==> config.mk <==
export PLATFORM = sky130hd
export DESIGN_NAME = lr4_ctrl
export DESIGN_NICKNAME = d
export VERILOG_FILES = /design/src/common/lr4_pkg.sv /design/src/common/lr4_pin_if.sv /design/src/lr4_sync.sv /design/src/lr4_ctrl.sv
export VERILOG_INCLUDE_DIRS = /design/src /design/src/common
export SDC_FILE = /design/constraint.sdc
export NUM_CORES = 1
export LEC_CHECK = 0
export BUFFER_PORTS_ARGS = -buffer_cell sky130_fd_sc_hd__buf_4
export CAP_MARGIN = 20
export CORE_MARGIN = 2
export CORE_UTILIZATION = 57
export DETAILED_ROUTE_END_ITERATION = 10
export PLACE_DENSITY = 0.85
export SYNTH_ARGS = -nofsm -noshare
export SYNTH_HDL_FRONTEND = slang
export SYNTH_SLANG_ARGS = --single-unit
==> constraint.sdc <==
create_clock -name core_clk -period 4 [get_ports core_clk]
set_input_delay 0.4 -clock core_clk [delete_from_list [all_inputs] [get_ports core_clk]]
set_output_delay 0.4 -clock core_clk [all_outputs]
set_load 0.005 [all_outputs]
==> src/common/lr4_cfg.svh <==
`ifndef LR4_CFG_SVH
`define LR4_CFG_SVH
// register addresses
`define LR4_ADDR_CFG      16'h4071
`define LR4_ADDR_ON       16'h4072
`define LR4_ADDR_SLP      16'h4073
`define LR4_ADDR_STAT     16'h4078
`define LR4_ADDR_MASK     16'h4079
// reset values and implemented-bit masks
`define LR4_CFG_RST       16'h0200
`define LR4_ON_RST        16'h0000
`define LR4_SLP_RST       16'h0100
`define LR4_CFG_BITS      16'hdfc1
`define LR4_STATE_BITS    16'he11f
`define LR4_STAT_BITS     16'h0001
`define LR4_MASK_RST      16'h0000
// field positions
`define LR4_ACT           15:14
`define LR4_SRC           12:11
`define LR4_VPICK         10
`define LR4_HWMODE        9:8
`define LR4_FLT           7
`define LR4_SWI           6
`define LR4_LPV           0
`define LR4_SLOT          15:13
`define LR4_OPMODE        8
`define LR4_VCODE         4:0
`define LR4_UV_BIT        0
// field codes
`define LR4_ACT_SHUT      2'h1
`define LR4_ACT_RESET     2'h2
`define LR4_SRC_IN1       2'h1
`define LR4_SRC_IN2       2'h2
`define LR4_SRC_ANY       2'h3
`define LR4_HWM_OFF       2'h1
`define LR4_HWM_FOLLOW    2'h3
`define LR4_SLOT_HWEN1    3'h6
`define LR4_SLOT_HWEN2    3'h7
`define LR4_SLOT_LAST     3'h5
`define LR4_SYNC_W        5
`endif

==> src/common/lr4_pkg.sv <==
package lr4_pkg;
  typedef enum logic [1:0] {
    LR4_OFF,
    LR4_ON,
    LR4_SLEEP
  } lr4_state_t;
  typedef logic [4:0] lr4_vcode_t;
  typedef logic [15:0] lr4_word_t;
endpackage : lr4_pkg

==> src/common/lr4_pin_if.sv <==
`timescale 1ns/1ps
// pins from outside the clock domain, raw and after synchronising
interface lr4_pin_if;
  logic [4:0] raw;
  logic [4:0] synced;
  modport sync (input raw, output synced);
  modport core (output raw, input synced);
endinterface : lr4_pin_if

==> src/lr4_sync.sv <==
`timescale 1ns/1ps
`include "lr4_cfg.svh"
module lr4_sync (
  input wire logic core_clk,
  input wire logic rst_b,
  lr4_pin_if.sync  pins
);
  import lr4_pkg::*;
  logic [`LR4_SYNC_W-1:0] stage_a;
  logic [`LR4_SYNC_W-1:0] stage_b;

  // stage_a feeds stage_b only
  always_ff @(posedge core_clk or negedge rst_b) begin
    if (!rst_b) begin
      stage_a <= '0;
      stage_b <= '0;
    end else begin
      stage_a <= pins.raw;
      stage_b <= stage_a;
    end
  end

  assign pins.synced = stage_b;
endmodule : lr4_sync

==> src/lr4_ctrl.sv <==
// Operation
// undervoltage action: 00 ignore, 01 shut regulator, 10 device reset, 11 nothing
// every undervoltage error raises the interrupt status bit
// control source: 00 off, 01 input 1, 10 input 2, 11 either input
// under hardware control voltage comes from ON code or SLEEP code by pick bit
// hardware mode 00/10 low power, 01 off, 11 ON mode bit; resets 10
// disabled output is discharged unless the float bit is set
// low-power variant bit: 0 selects 50mA, 1 selects 20mA
// ON slot 000 never enables, 001..101 enable in timeslots 1..5
// ON slot 110/111 hand enable to hardware enable input 1/2
// ON state: ON mode bit 0 normal, 1 low power; resets 0
// five-bit ON voltage code drives the output in ON state
// SLEEP slot 001..101 disable in timeslots 5,4,3,2,1
// SLEEP slot 000/110/111 stay on, apply SLEEP settings in slot 5/3/1
// with hardware enable, codes 001..101 pick the slot for entering SLEEP
// SLEEP state: SLEEP mode bit 0 normal, 1 low power; resets 1
// SLEEP voltage code uses the ON mapping, resets to code 0
// switch bit: 0 regulating, 1 pass switch; resets 0
// all fields read back, reset to defaults, unused bits read zero
`timescale 1ns/1ps
`include "lr4_cfg.svh"
module lr4_ctrl (
  input  wire logic              core_clk,
  input  wire logic              rst_b,
  input  wire logic [15:0]       reg_addr,
  input  wire lr4_pkg::lr4_word_t reg_wdata,
  input  wire logic              reg_wr,
  input  wire logic              reg_rd,
  output lr4_pkg::lr4_word_t     reg_rdata,
  input  wire logic [4:0]        slot_pulse,
  input  wire logic              startup_active,
  input  wire logic              sleep_active,
  input  wire logic              hw_enable_1,
  input  wire logic              hw_enable_2,
  input  wire logic              hw_control_1,
  input  wire logic              hw_control_2,
  input  wire logic              uv_error,
  output logic                   reg_enable,
  output lr4_pkg::lr4_vcode_t    reg_voltage_code,
  output logic                   reg_low_power,
  output logic                   reg_lp_variant,
  output logic                   reg_pass_switch,
  output logic                   reg_discharge,
  output logic                   device_reset_req,
  output logic                   irq
);
  import lr4_pkg::*;

  lr4_word_t  regulator_config;
  lr4_word_t  regulator_on_state;
  lr4_word_t  regulator_sleep_state;
  lr4_word_t  irq_status;
  lr4_word_t  irq_mask;
  lr4_state_t state;
  logic       uv_prev;
  logic       uv_event;
  logic       hwc_on;
  logic       hw_owned;
  logic       hw_en_sel;
  logic [3:0] sleep_plan;
  logic       on_hit;
  logic       sleep_hit;
  logic       next_enable;
  lr4_vcode_t next_vcode;
  logic       next_low_power;

  lr4_pin_if pins ();

  assign pins.raw = {uv_error, hw_control_2, hw_control_1, hw_enable_2, hw_enable_1};

  lr4_sync u_sync (
    .core_clk (core_clk),
    .rst_b    (rst_b),
    .pins     (pins)
  );

  // fields
  logic [1:0] undervoltage_action;
  logic [1:0] hw_control_source;
  logic       hw_control_voltage_pick;
  logic [1:0] hw_control_op_mode;
  logic       output_float_when_off;
  logic       pass_switch_select;
  logic       low_power_variant;
  logic [2:0] on_timeslot;
  logic       on_op_mode;
  lr4_vcode_t on_voltage_code;
  logic [2:0] sleep_timeslot;
  logic       sleep_op_mode;
  lr4_vcode_t sleep_voltage_code;

  assign undervoltage_action     = regulator_config[`LR4_ACT];
  assign hw_control_source       = regulator_config[`LR4_SRC];
  assign hw_control_voltage_pick = regulator_config[`LR4_VPICK];
  assign hw_control_op_mode      = regulator_config[`LR4_HWMODE];
  assign output_float_when_off   = regulator_config[`LR4_FLT];
  assign pass_switch_select      = regulator_config[`LR4_SWI];
  assign low_power_variant       = regulator_config[`LR4_LPV];
  assign on_timeslot             = regulator_on_state[`LR4_SLOT];
  assign on_op_mode              = regulator_on_state[`LR4_OPMODE];
  assign on_voltage_code         = regulator_on_state[`LR4_VCODE];
  assign sleep_timeslot          = regulator_sleep_state[`LR4_SLOT];
  assign sleep_op_mode           = regulator_sleep_state[`LR4_OPMODE];
  assign sleep_voltage_code      = regulator_sleep_state[`LR4_VCODE];

  // true when the pulse for timeslot n (1..5) is present; slot 0 never hits
  function automatic logic slot_at(input logic [4:0] pulse, input logic [2:0] n);
    logic hit;
    hit = 1'b0;
    if (n != 3'h0 && n <= `LR4_SLOT_LAST) begin
      hit = pulse[n - 3'h1];
    end
    return hit;
  endfunction : slot_at

  // {disable, slot} for the sleep transition code
  function automatic logic [3:0] sleep_decode(input logic [2:0] code);
    logic [3:0] plan;
    case (code)
      3'h0:    plan = {1'b0, 3'h5};
      3'h1:    plan = {1'b1, 3'h5};
      3'h2:    plan = {1'b1, 3'h4};
      3'h3:    plan = {1'b1, 3'h3};
      3'h4:    plan = {1'b1, 3'h2};
      3'h5:    plan = {1'b1, 3'h1};
      3'h6:    plan = {1'b0, 3'h3};
      default: plan = {1'b0, 3'h1};
    endcase
    return plan;
  endfunction : sleep_decode

  // hardware control source
  always_comb begin
    case (hw_control_source)
      `LR4_SRC_IN1: hwc_on = pins.synced[2];
      `LR4_SRC_IN2: hwc_on = pins.synced[3];
      `LR4_SRC_ANY: hwc_on = pins.synced[2] | pins.synced[3];
      default:      hwc_on = 1'b0;
    endcase
  end

  assign hw_owned   = (on_timeslot == `LR4_SLOT_HWEN1) || (on_timeslot == `LR4_SLOT_HWEN2);
  assign hw_en_sel  = (on_timeslot == `LR4_SLOT_HWEN1) ? pins.synced[0] : pins.synced[1];
  assign sleep_plan = sleep_decode(sleep_timeslot);
  assign on_hit     = slot_at(slot_pulse, on_timeslot);
  assign sleep_hit  = slot_at(slot_pulse, sleep_plan[2:0]);

  // rising edge of the synchronised undervoltage flag
  always_ff @(posedge core_clk or negedge rst_b) begin
    if (!rst_b) begin
      uv_prev <= 1'b0;
    end else begin
      uv_prev <= pins.synced[4];
    end
  end

  assign uv_event = pins.synced[4] & ~uv_prev;

  // regulator state; undervoltage shutdown wins over any sequencer step
  always_ff @(posedge core_clk or negedge rst_b) begin
    if (!rst_b) begin
      state <= LR4_OFF;
    end else if (uv_event && undervoltage_action == `LR4_ACT_SHUT) begin
      state <= LR4_OFF;
    end else if (startup_active) begin
      if (hw_owned) begin
        state <= LR4_ON;
      end else if (on_hit) begin
        state <= LR4_ON;
      end
    end else if (sleep_active && state != LR4_OFF && sleep_hit) begin
      // a hardware-enabled regulator only moves into SLEEP
      if (sleep_plan[3] && !hw_owned) begin
        state <= LR4_OFF;
      end else begin
        state <= LR4_SLEEP;
      end
    end
  end

  // output selection
  always_comb begin
    next_enable    = 1'b0;
    next_vcode     = on_voltage_code;
    next_low_power = 1'b0;
    if (state != LR4_OFF) begin
      next_enable = hw_owned ? hw_en_sel : 1'b1;
      if (hwc_on) begin
        next_vcode = hw_control_voltage_pick ? sleep_voltage_code : on_voltage_code;
        case (hw_control_op_mode)
          `LR4_HWM_OFF:    next_enable = 1'b0;
          `LR4_HWM_FOLLOW: next_low_power = on_op_mode;
          default:         next_low_power = 1'b1;
        endcase
      end else if (state == LR4_SLEEP) begin
        next_vcode     = sleep_voltage_code;
        next_low_power = sleep_op_mode;
      end else begin
        next_low_power = on_op_mode;
      end
    end
  end

  always_ff @(posedge core_clk or negedge rst_b) begin
    if (!rst_b) begin
      reg_enable       <= 1'b0;
      reg_voltage_code <= '0;
      reg_low_power    <= 1'b0;
      reg_lp_variant   <= 1'b0;
      reg_pass_switch  <= 1'b0;
      reg_discharge    <= 1'b1;
    end else begin
      reg_enable       <= next_enable;
      reg_voltage_code <= next_vcode;
      reg_low_power    <= next_low_power;
      reg_lp_variant   <= low_power_variant;
      reg_pass_switch  <= pass_switch_select;
      reg_discharge    <= ~next_enable & ~output_float_when_off;
    end
  end

  // one-cycle request to the device reset logic
  always_ff @(posedge core_clk or negedge rst_b) begin
    if (!rst_b) begin
      device_reset_req <= 1'b0;
    end else begin
      device_reset_req <= uv_event && undervoltage_action == `LR4_ACT_RESET;
    end
  end

  // configuration writes; unused bits are never stored
  always_ff @(posedge core_clk or negedge rst_b) begin
    if (!rst_b) begin
      regulator_config      <= `LR4_CFG_RST;
      regulator_on_state    <= `LR4_ON_RST;
      regulator_sleep_state <= `LR4_SLP_RST;
      irq_mask              <= `LR4_MASK_RST;
    end else if (reg_wr) begin
      if (reg_addr == `LR4_ADDR_CFG) begin
        regulator_config <= reg_wdata & `LR4_CFG_BITS;
      end else if (reg_addr == `LR4_ADDR_ON) begin
        regulator_on_state <= reg_wdata & `LR4_STATE_BITS;
      end else if (reg_addr == `LR4_ADDR_SLP) begin
        regulator_sleep_state <= reg_wdata & `LR4_STATE_BITS;
      end else if (reg_addr == `LR4_ADDR_MASK) begin
        irq_mask <= reg_wdata & `LR4_STAT_BITS;
      end
    end
  end

  // sticky status, write one to clear; a new event beats the clear
  always_ff @(posedge core_clk or negedge rst_b) begin
    if (!rst_b) begin
      irq_status <= '0;
    end else begin
      if (reg_wr && reg_addr == `LR4_ADDR_STAT) begin
        irq_status <= irq_status & ~(reg_wdata & `LR4_STAT_BITS);
      end
      if (uv_event) begin
        irq_status[`LR4_UV_BIT] <= 1'b1;
      end
    end
  end

  assign irq = |(irq_status & ~irq_mask);

  // read data in the cycle after the strobe only; unmapped reads zero
  always_ff @(posedge core_clk or negedge rst_b) begin
    if (!rst_b) begin
      reg_rdata <= '0;
    end else if (!reg_rd) begin
      reg_rdata <= '0;
    end else if (reg_addr == `LR4_ADDR_CFG) begin
      reg_rdata <= regulator_config;
    end else if (reg_addr == `LR4_ADDR_ON) begin
      reg_rdata <= regulator_on_state;
    end else if (reg_addr == `LR4_ADDR_SLP) begin
      reg_rdata <= regulator_sleep_state;
    end else if (reg_addr == `LR4_ADDR_STAT) begin
      reg_rdata <= irq_status;
    end else if (reg_addr == `LR4_ADDR_MASK) begin
      reg_rdata <= irq_mask;
    end else begin
      reg_rdata <= '0;
    end
  end
endmodule : lr4_ctrl

==> results.sh <==
export IMPL_internal_power_w=0.00105
export IMPL_rsz0062_at_grt="no"
export IMPL_async_flop_share_pct=100
export IMPL_crit_path_start_kind="flip-flop"
export IMPL_dp_hpwl_um=4490
export IMPL_crit_fanout=12
export IMPL_max_clock_path_buffers=2
export IMPL_detail_route_wirelength_um=6280
export IMPL_postRouteAntennaNets=0
export IMPL_final_min_period_over_clock_period_pct=63.5
export IMPL_clk_pin_slew_ns=0.08
export IMPL_finalSetupViolCount=0
export IMPL_synth_top_area_cell="dfrtp_1"
export IMPL_yosys_top_cells_count="66 x dfrtp_1, 26 x mux2_2, 12 x nand2_1"
export IMPL_setup_tns_ns=0
export IMPL_cp_data_required_time_ns=4.21
export IMPL_synth_xor_area_share_pct=0.857
export IMPL_antennaDiodeCount=0
export IMPL_antenna_found_initial=0
export IMPL_htree_num_levels=3
export IMPL_synthTopCellsByArea="dfrtp_1 54%, mux2_2 9.5%, mux2_4 4.4%, ha_1 2.9%, dfstp_2 2.6%"
export IMPL_fin_skew_ns=0.0126
export IMPL_tightest_slew_ns=0.835
export IMPL_final_max_slew_violation_count=0
export IMPL_achievable_frequency_ghz=0.394
export IMPL_clock_sinks=69
export IMPL_layout_drive_gt1_share_pct=42.4
export IMPL_synth_seq_cells=69
export IMPL_grt_start_max_net_pins=70
export IMPL_grt_usage_pct=22.9
export IMPL_min_delay_start="hw_control_2"
export IMPL_cell_area_after_synthesis_mm2=0.00307
export IMPL_grt_first_pass_wirelength_um=10500
export IMPL_grt_overflow_total=0
export IMPL_synthesis_area_per_instance_um2=12.7
export IMPL_tritoncts_num_buffers=9
export IMPL_drt_iter0_drc=173
export IMPL_areaGrowthSynthToFinish_pct=24.8
export IMPL_fp_dieArea_mm2=0.00598
export IMPL_reg2regPathDepth=9
export IMPL_swShare_pct=23.3
export IMPL_holdPathStages=1
export IMPL_endpoint_arrival_time_on_the_critical_path_ns=2.75
export IMPL_yosysTopAreaCellShare_pct=53.9
export IMPL_numPortBuffers=73
export IMPL_rows=26
export IMPL_drc_errors=0
export IMPL_yosysUniqueCellTypes=48
export IMPL_regToRegStartpoint="regulator_sleep_state[14]"
export IMPL_post_cts_resized_instances=0
export IMPL_first_global_vias=2260
export IMPL_outcome="completed"
export IMPL_synth_compound_area_share_pct=8.08
export IMPL_drtPass1Iterations=5
export IMPL_post_cts_repair_setup_buffers=0
export IMPL_yosys_area_share_simple_pct=13.7
export IMPL_share_seq_of_total_power_pct=52.5
export IMPL_critical_path_endpoint_type="flip-flop"
export IMPL_fin_nets=371
export IMPL_synth_seq_area_share_pct=56.4
export IMPL_synthCells=242
export IMPL_tritoncts="done"
export IMPL_synth_fa_ha_area_share_pct=2.86
export IMPL_finalHoldWorstSlack_ns=0.161
export IMPL_hold_path_endpoint="u_sync.stage_a[3]"
export IMPL_synthMuxAreaShare_pct=14.9
export IMPL_maxCapViolations=0
export IMPL_cts_hold_repair_buffers=0
export IMPL_setup_worst_path_class="reg2reg"
export IMPL_power_static_leakage_nw=1.90
export IMPL_gp_congestion=0.815
export IMPL_post_route_util_pct=74.5
export IMPL_power_clock_fraction_pct=40.9
export IMPL_synthesis_nets=297
export IMPL_main_combinational_cell_family_by_area_after_synthesis="multiplexers"
export IMPL_synth_warning_count=0
export IMPL_rr_endpoint="state[0]"
export IMPL_maxSlewHeadroom_pct=44.3
export IMPL_fp_dieH_um=77.4
export IMPL_power_density_cell_area_mw_per_mm2=358
export IMPL_vias_per_cell=5.49
export IMPL_net_sw_power_w=0.000319
export IMPL_yosys_cell_count_top_type="dfrtp_1"
export IMPL_ioPinCount=76
export IMPL_avgRoutedWirePerCell_um=16.1
export IMPL_min_path_type="in2reg"
export IMPL_clock_root_buffer="clkbuf_8"
export IMPL_vias=2148
export IMPL_placeableCoreArea_mm2=0.00514
export IMPL_die_width_um=77.4
export IMPL_ir_worst_vdd_mv=0.226
export IMPL_synth_top_flop_cell="dfrtp_1"
export IMPL_rrSetupSlack_ns=1.46
export IMPL_finalHoldViolCount=0
export IMPL_p_comb_share_pct=6.6
export IMPL_final_period_demand_of_the_worst_path_ns=2.54
export IMPL_synth_edf_count=0
export IMPL_initial_core_util_pct=59.7
export IMPL_clk_latency_ns=0.34
==> layer usage <==
| metal | vias to the layer above | wire length [µm] | share of wire (%) | global-route usage [%] |
|---|---|---|---|---|
| li1 | 1017 | - | - | - |
| met1 | 1046 | 2640 | 42 | 29.1 |
| met2 | 78 | 3200 | 51 | 38.4 |
| met3 | 7 | 356 | 5.7 | 4.42 |
| met4 | 0 | 79 | 1.3 | 10.0 |
| met5 | - | 0 | 0 | 0 |
==> layout make-up <==
type,count,area (µm²)
Multi-Input combinational cell,158,1240
Fill cell,374,1310
Clock buffer,9,124
Tap cell,70,87.6
Sequential cell,69,1730
Clock inverter,7,75.1
Inverter,5,18.8
Timing Repair Buffer,73,548
==> worst max-delay path, stage by stage, from the launching register on <==
cell and delay [ns]:
dfrtp_1 0.58, xnor2_1 0.17, nor2_1 0.21, ha_1 0.33, or3_1 0.15, a22oi_1 0.06, a2111oi_0 0.32, o311ai_0 0.30
a21oi_1 0.20, o22ai_1 0.10
==> state kept, by name, summed over array words and instances, names as in the netlist <==
| register | cells |
|---|---|
| device_reset_req | 1 |
| irq_mask | 1 |
| irq_status | 1 |
| reg_discharge | 1 |
| reg_enable | 1 |
| reg_low_power | 1 |
| reg_lp_variant | 1 |
| reg_pass_switch | 1 |
| reg_rdata | 15 |
| reg_voltage_code | 5 |
| regulator_config | 10 |
| regulator_on_state | 9 |
| regulator_sleep_state | 9 |
| state | 2 |
| u_sync.pins.synced | 5 |
| u_sync.stage_a | 5 |
| uv_prev | 1 |
==> worst max-delay path by stage <==
stage	end	slack (ns)	from
global route	state[0]	1.08	regulator_sleep_state[14]
CTS	state[0]	1.49	regulator_sleep_state[14]
finish	state[0]	1.46	regulator_sleep_state[14]
detailed placement	state[0]	1.51	regulator_sleep_state[14]
floorplan	state[0]	1.79	regulator_sleep_state[15]
global placement	state[0]	1.57	regulator_sleep_state[14]
==> power by group through the flow <==
| stage | sequential, W | combinational (W) | clock, W |
|---|---|---|---|
| 3_5_place_dp | 0.000732 | 0.0000920 | 0 |
| 2_1_floorplan | 0.000731 | 0.0000261 | 0 |
| 6_report | 0.000719 | 0.0000904 | 0.000559 |
| 3_3_place_gp | 0.000732 | 0.0000890 | 0 |
| 4_1_cts | 0.000718 | 0.0000921 | 0.000571 |
| 5_1_grt | 0.000720 | 0.000101 | 0.000608 |
==> layout by cell type, fill, tap and decap left out, types with 2 or more instances in the layout <==
cell type,netlist,final
nor3_1,5,5
dfstp_2,3,3
nor4bb_1,2,2
nand2_1,12,12
nand3_1,2,2
a222oi_1,3,3
o311ai_0,2,2
or3_1,2,2
mux2_4,9,9
nor2b_1,7,7
clkinvlp_4,0,2
buf_4,2,73
o21ai_0,11,11
nand4_1,2,2
inv_1,5,5
nand2b_1,6,6
mux2_2,26,26
dfrtp_1,66,66
or3b_2,2,2
clkinv_2,0,2
and3_1,8,8
xor2_1,2,2
nand2_2,2,2
a22oi_1,6,6
a21oi_1,9,9
mux2i_1,3,3
nor2_1,11,11
nand3b_1,2,2
clkbuf_8,0,9
ha_1,7,7
==> cells by family after synthesis <==
| kind of cell | count (synthesis) |
|---|---|
| simple gates | 71 |
| xor+xnor | 3 |
| mux | 38 |
| fa+ha+maj | 7 |
| flops | 69 |
| buf+inv | 15 |
| compound gates | 38 |
| other cells | 1 |
==> per-stage QoR <==
stage	setup slack [ns]	instance area, µm²	std cells	power [W]
2_1_floorplan	1.79	3070	242	0.000757
3_3_place_gp	1.57	3630	375	0.000821
3_5_place_dp	1.51	3630	375	0.000824
4_1_cts	1.49	3830	391	0.00138
5_1_grt	1.08	3830	391	0.00143
6_report	1.46	3830	391	0.00137
Power figures use the tool's default switching activity.
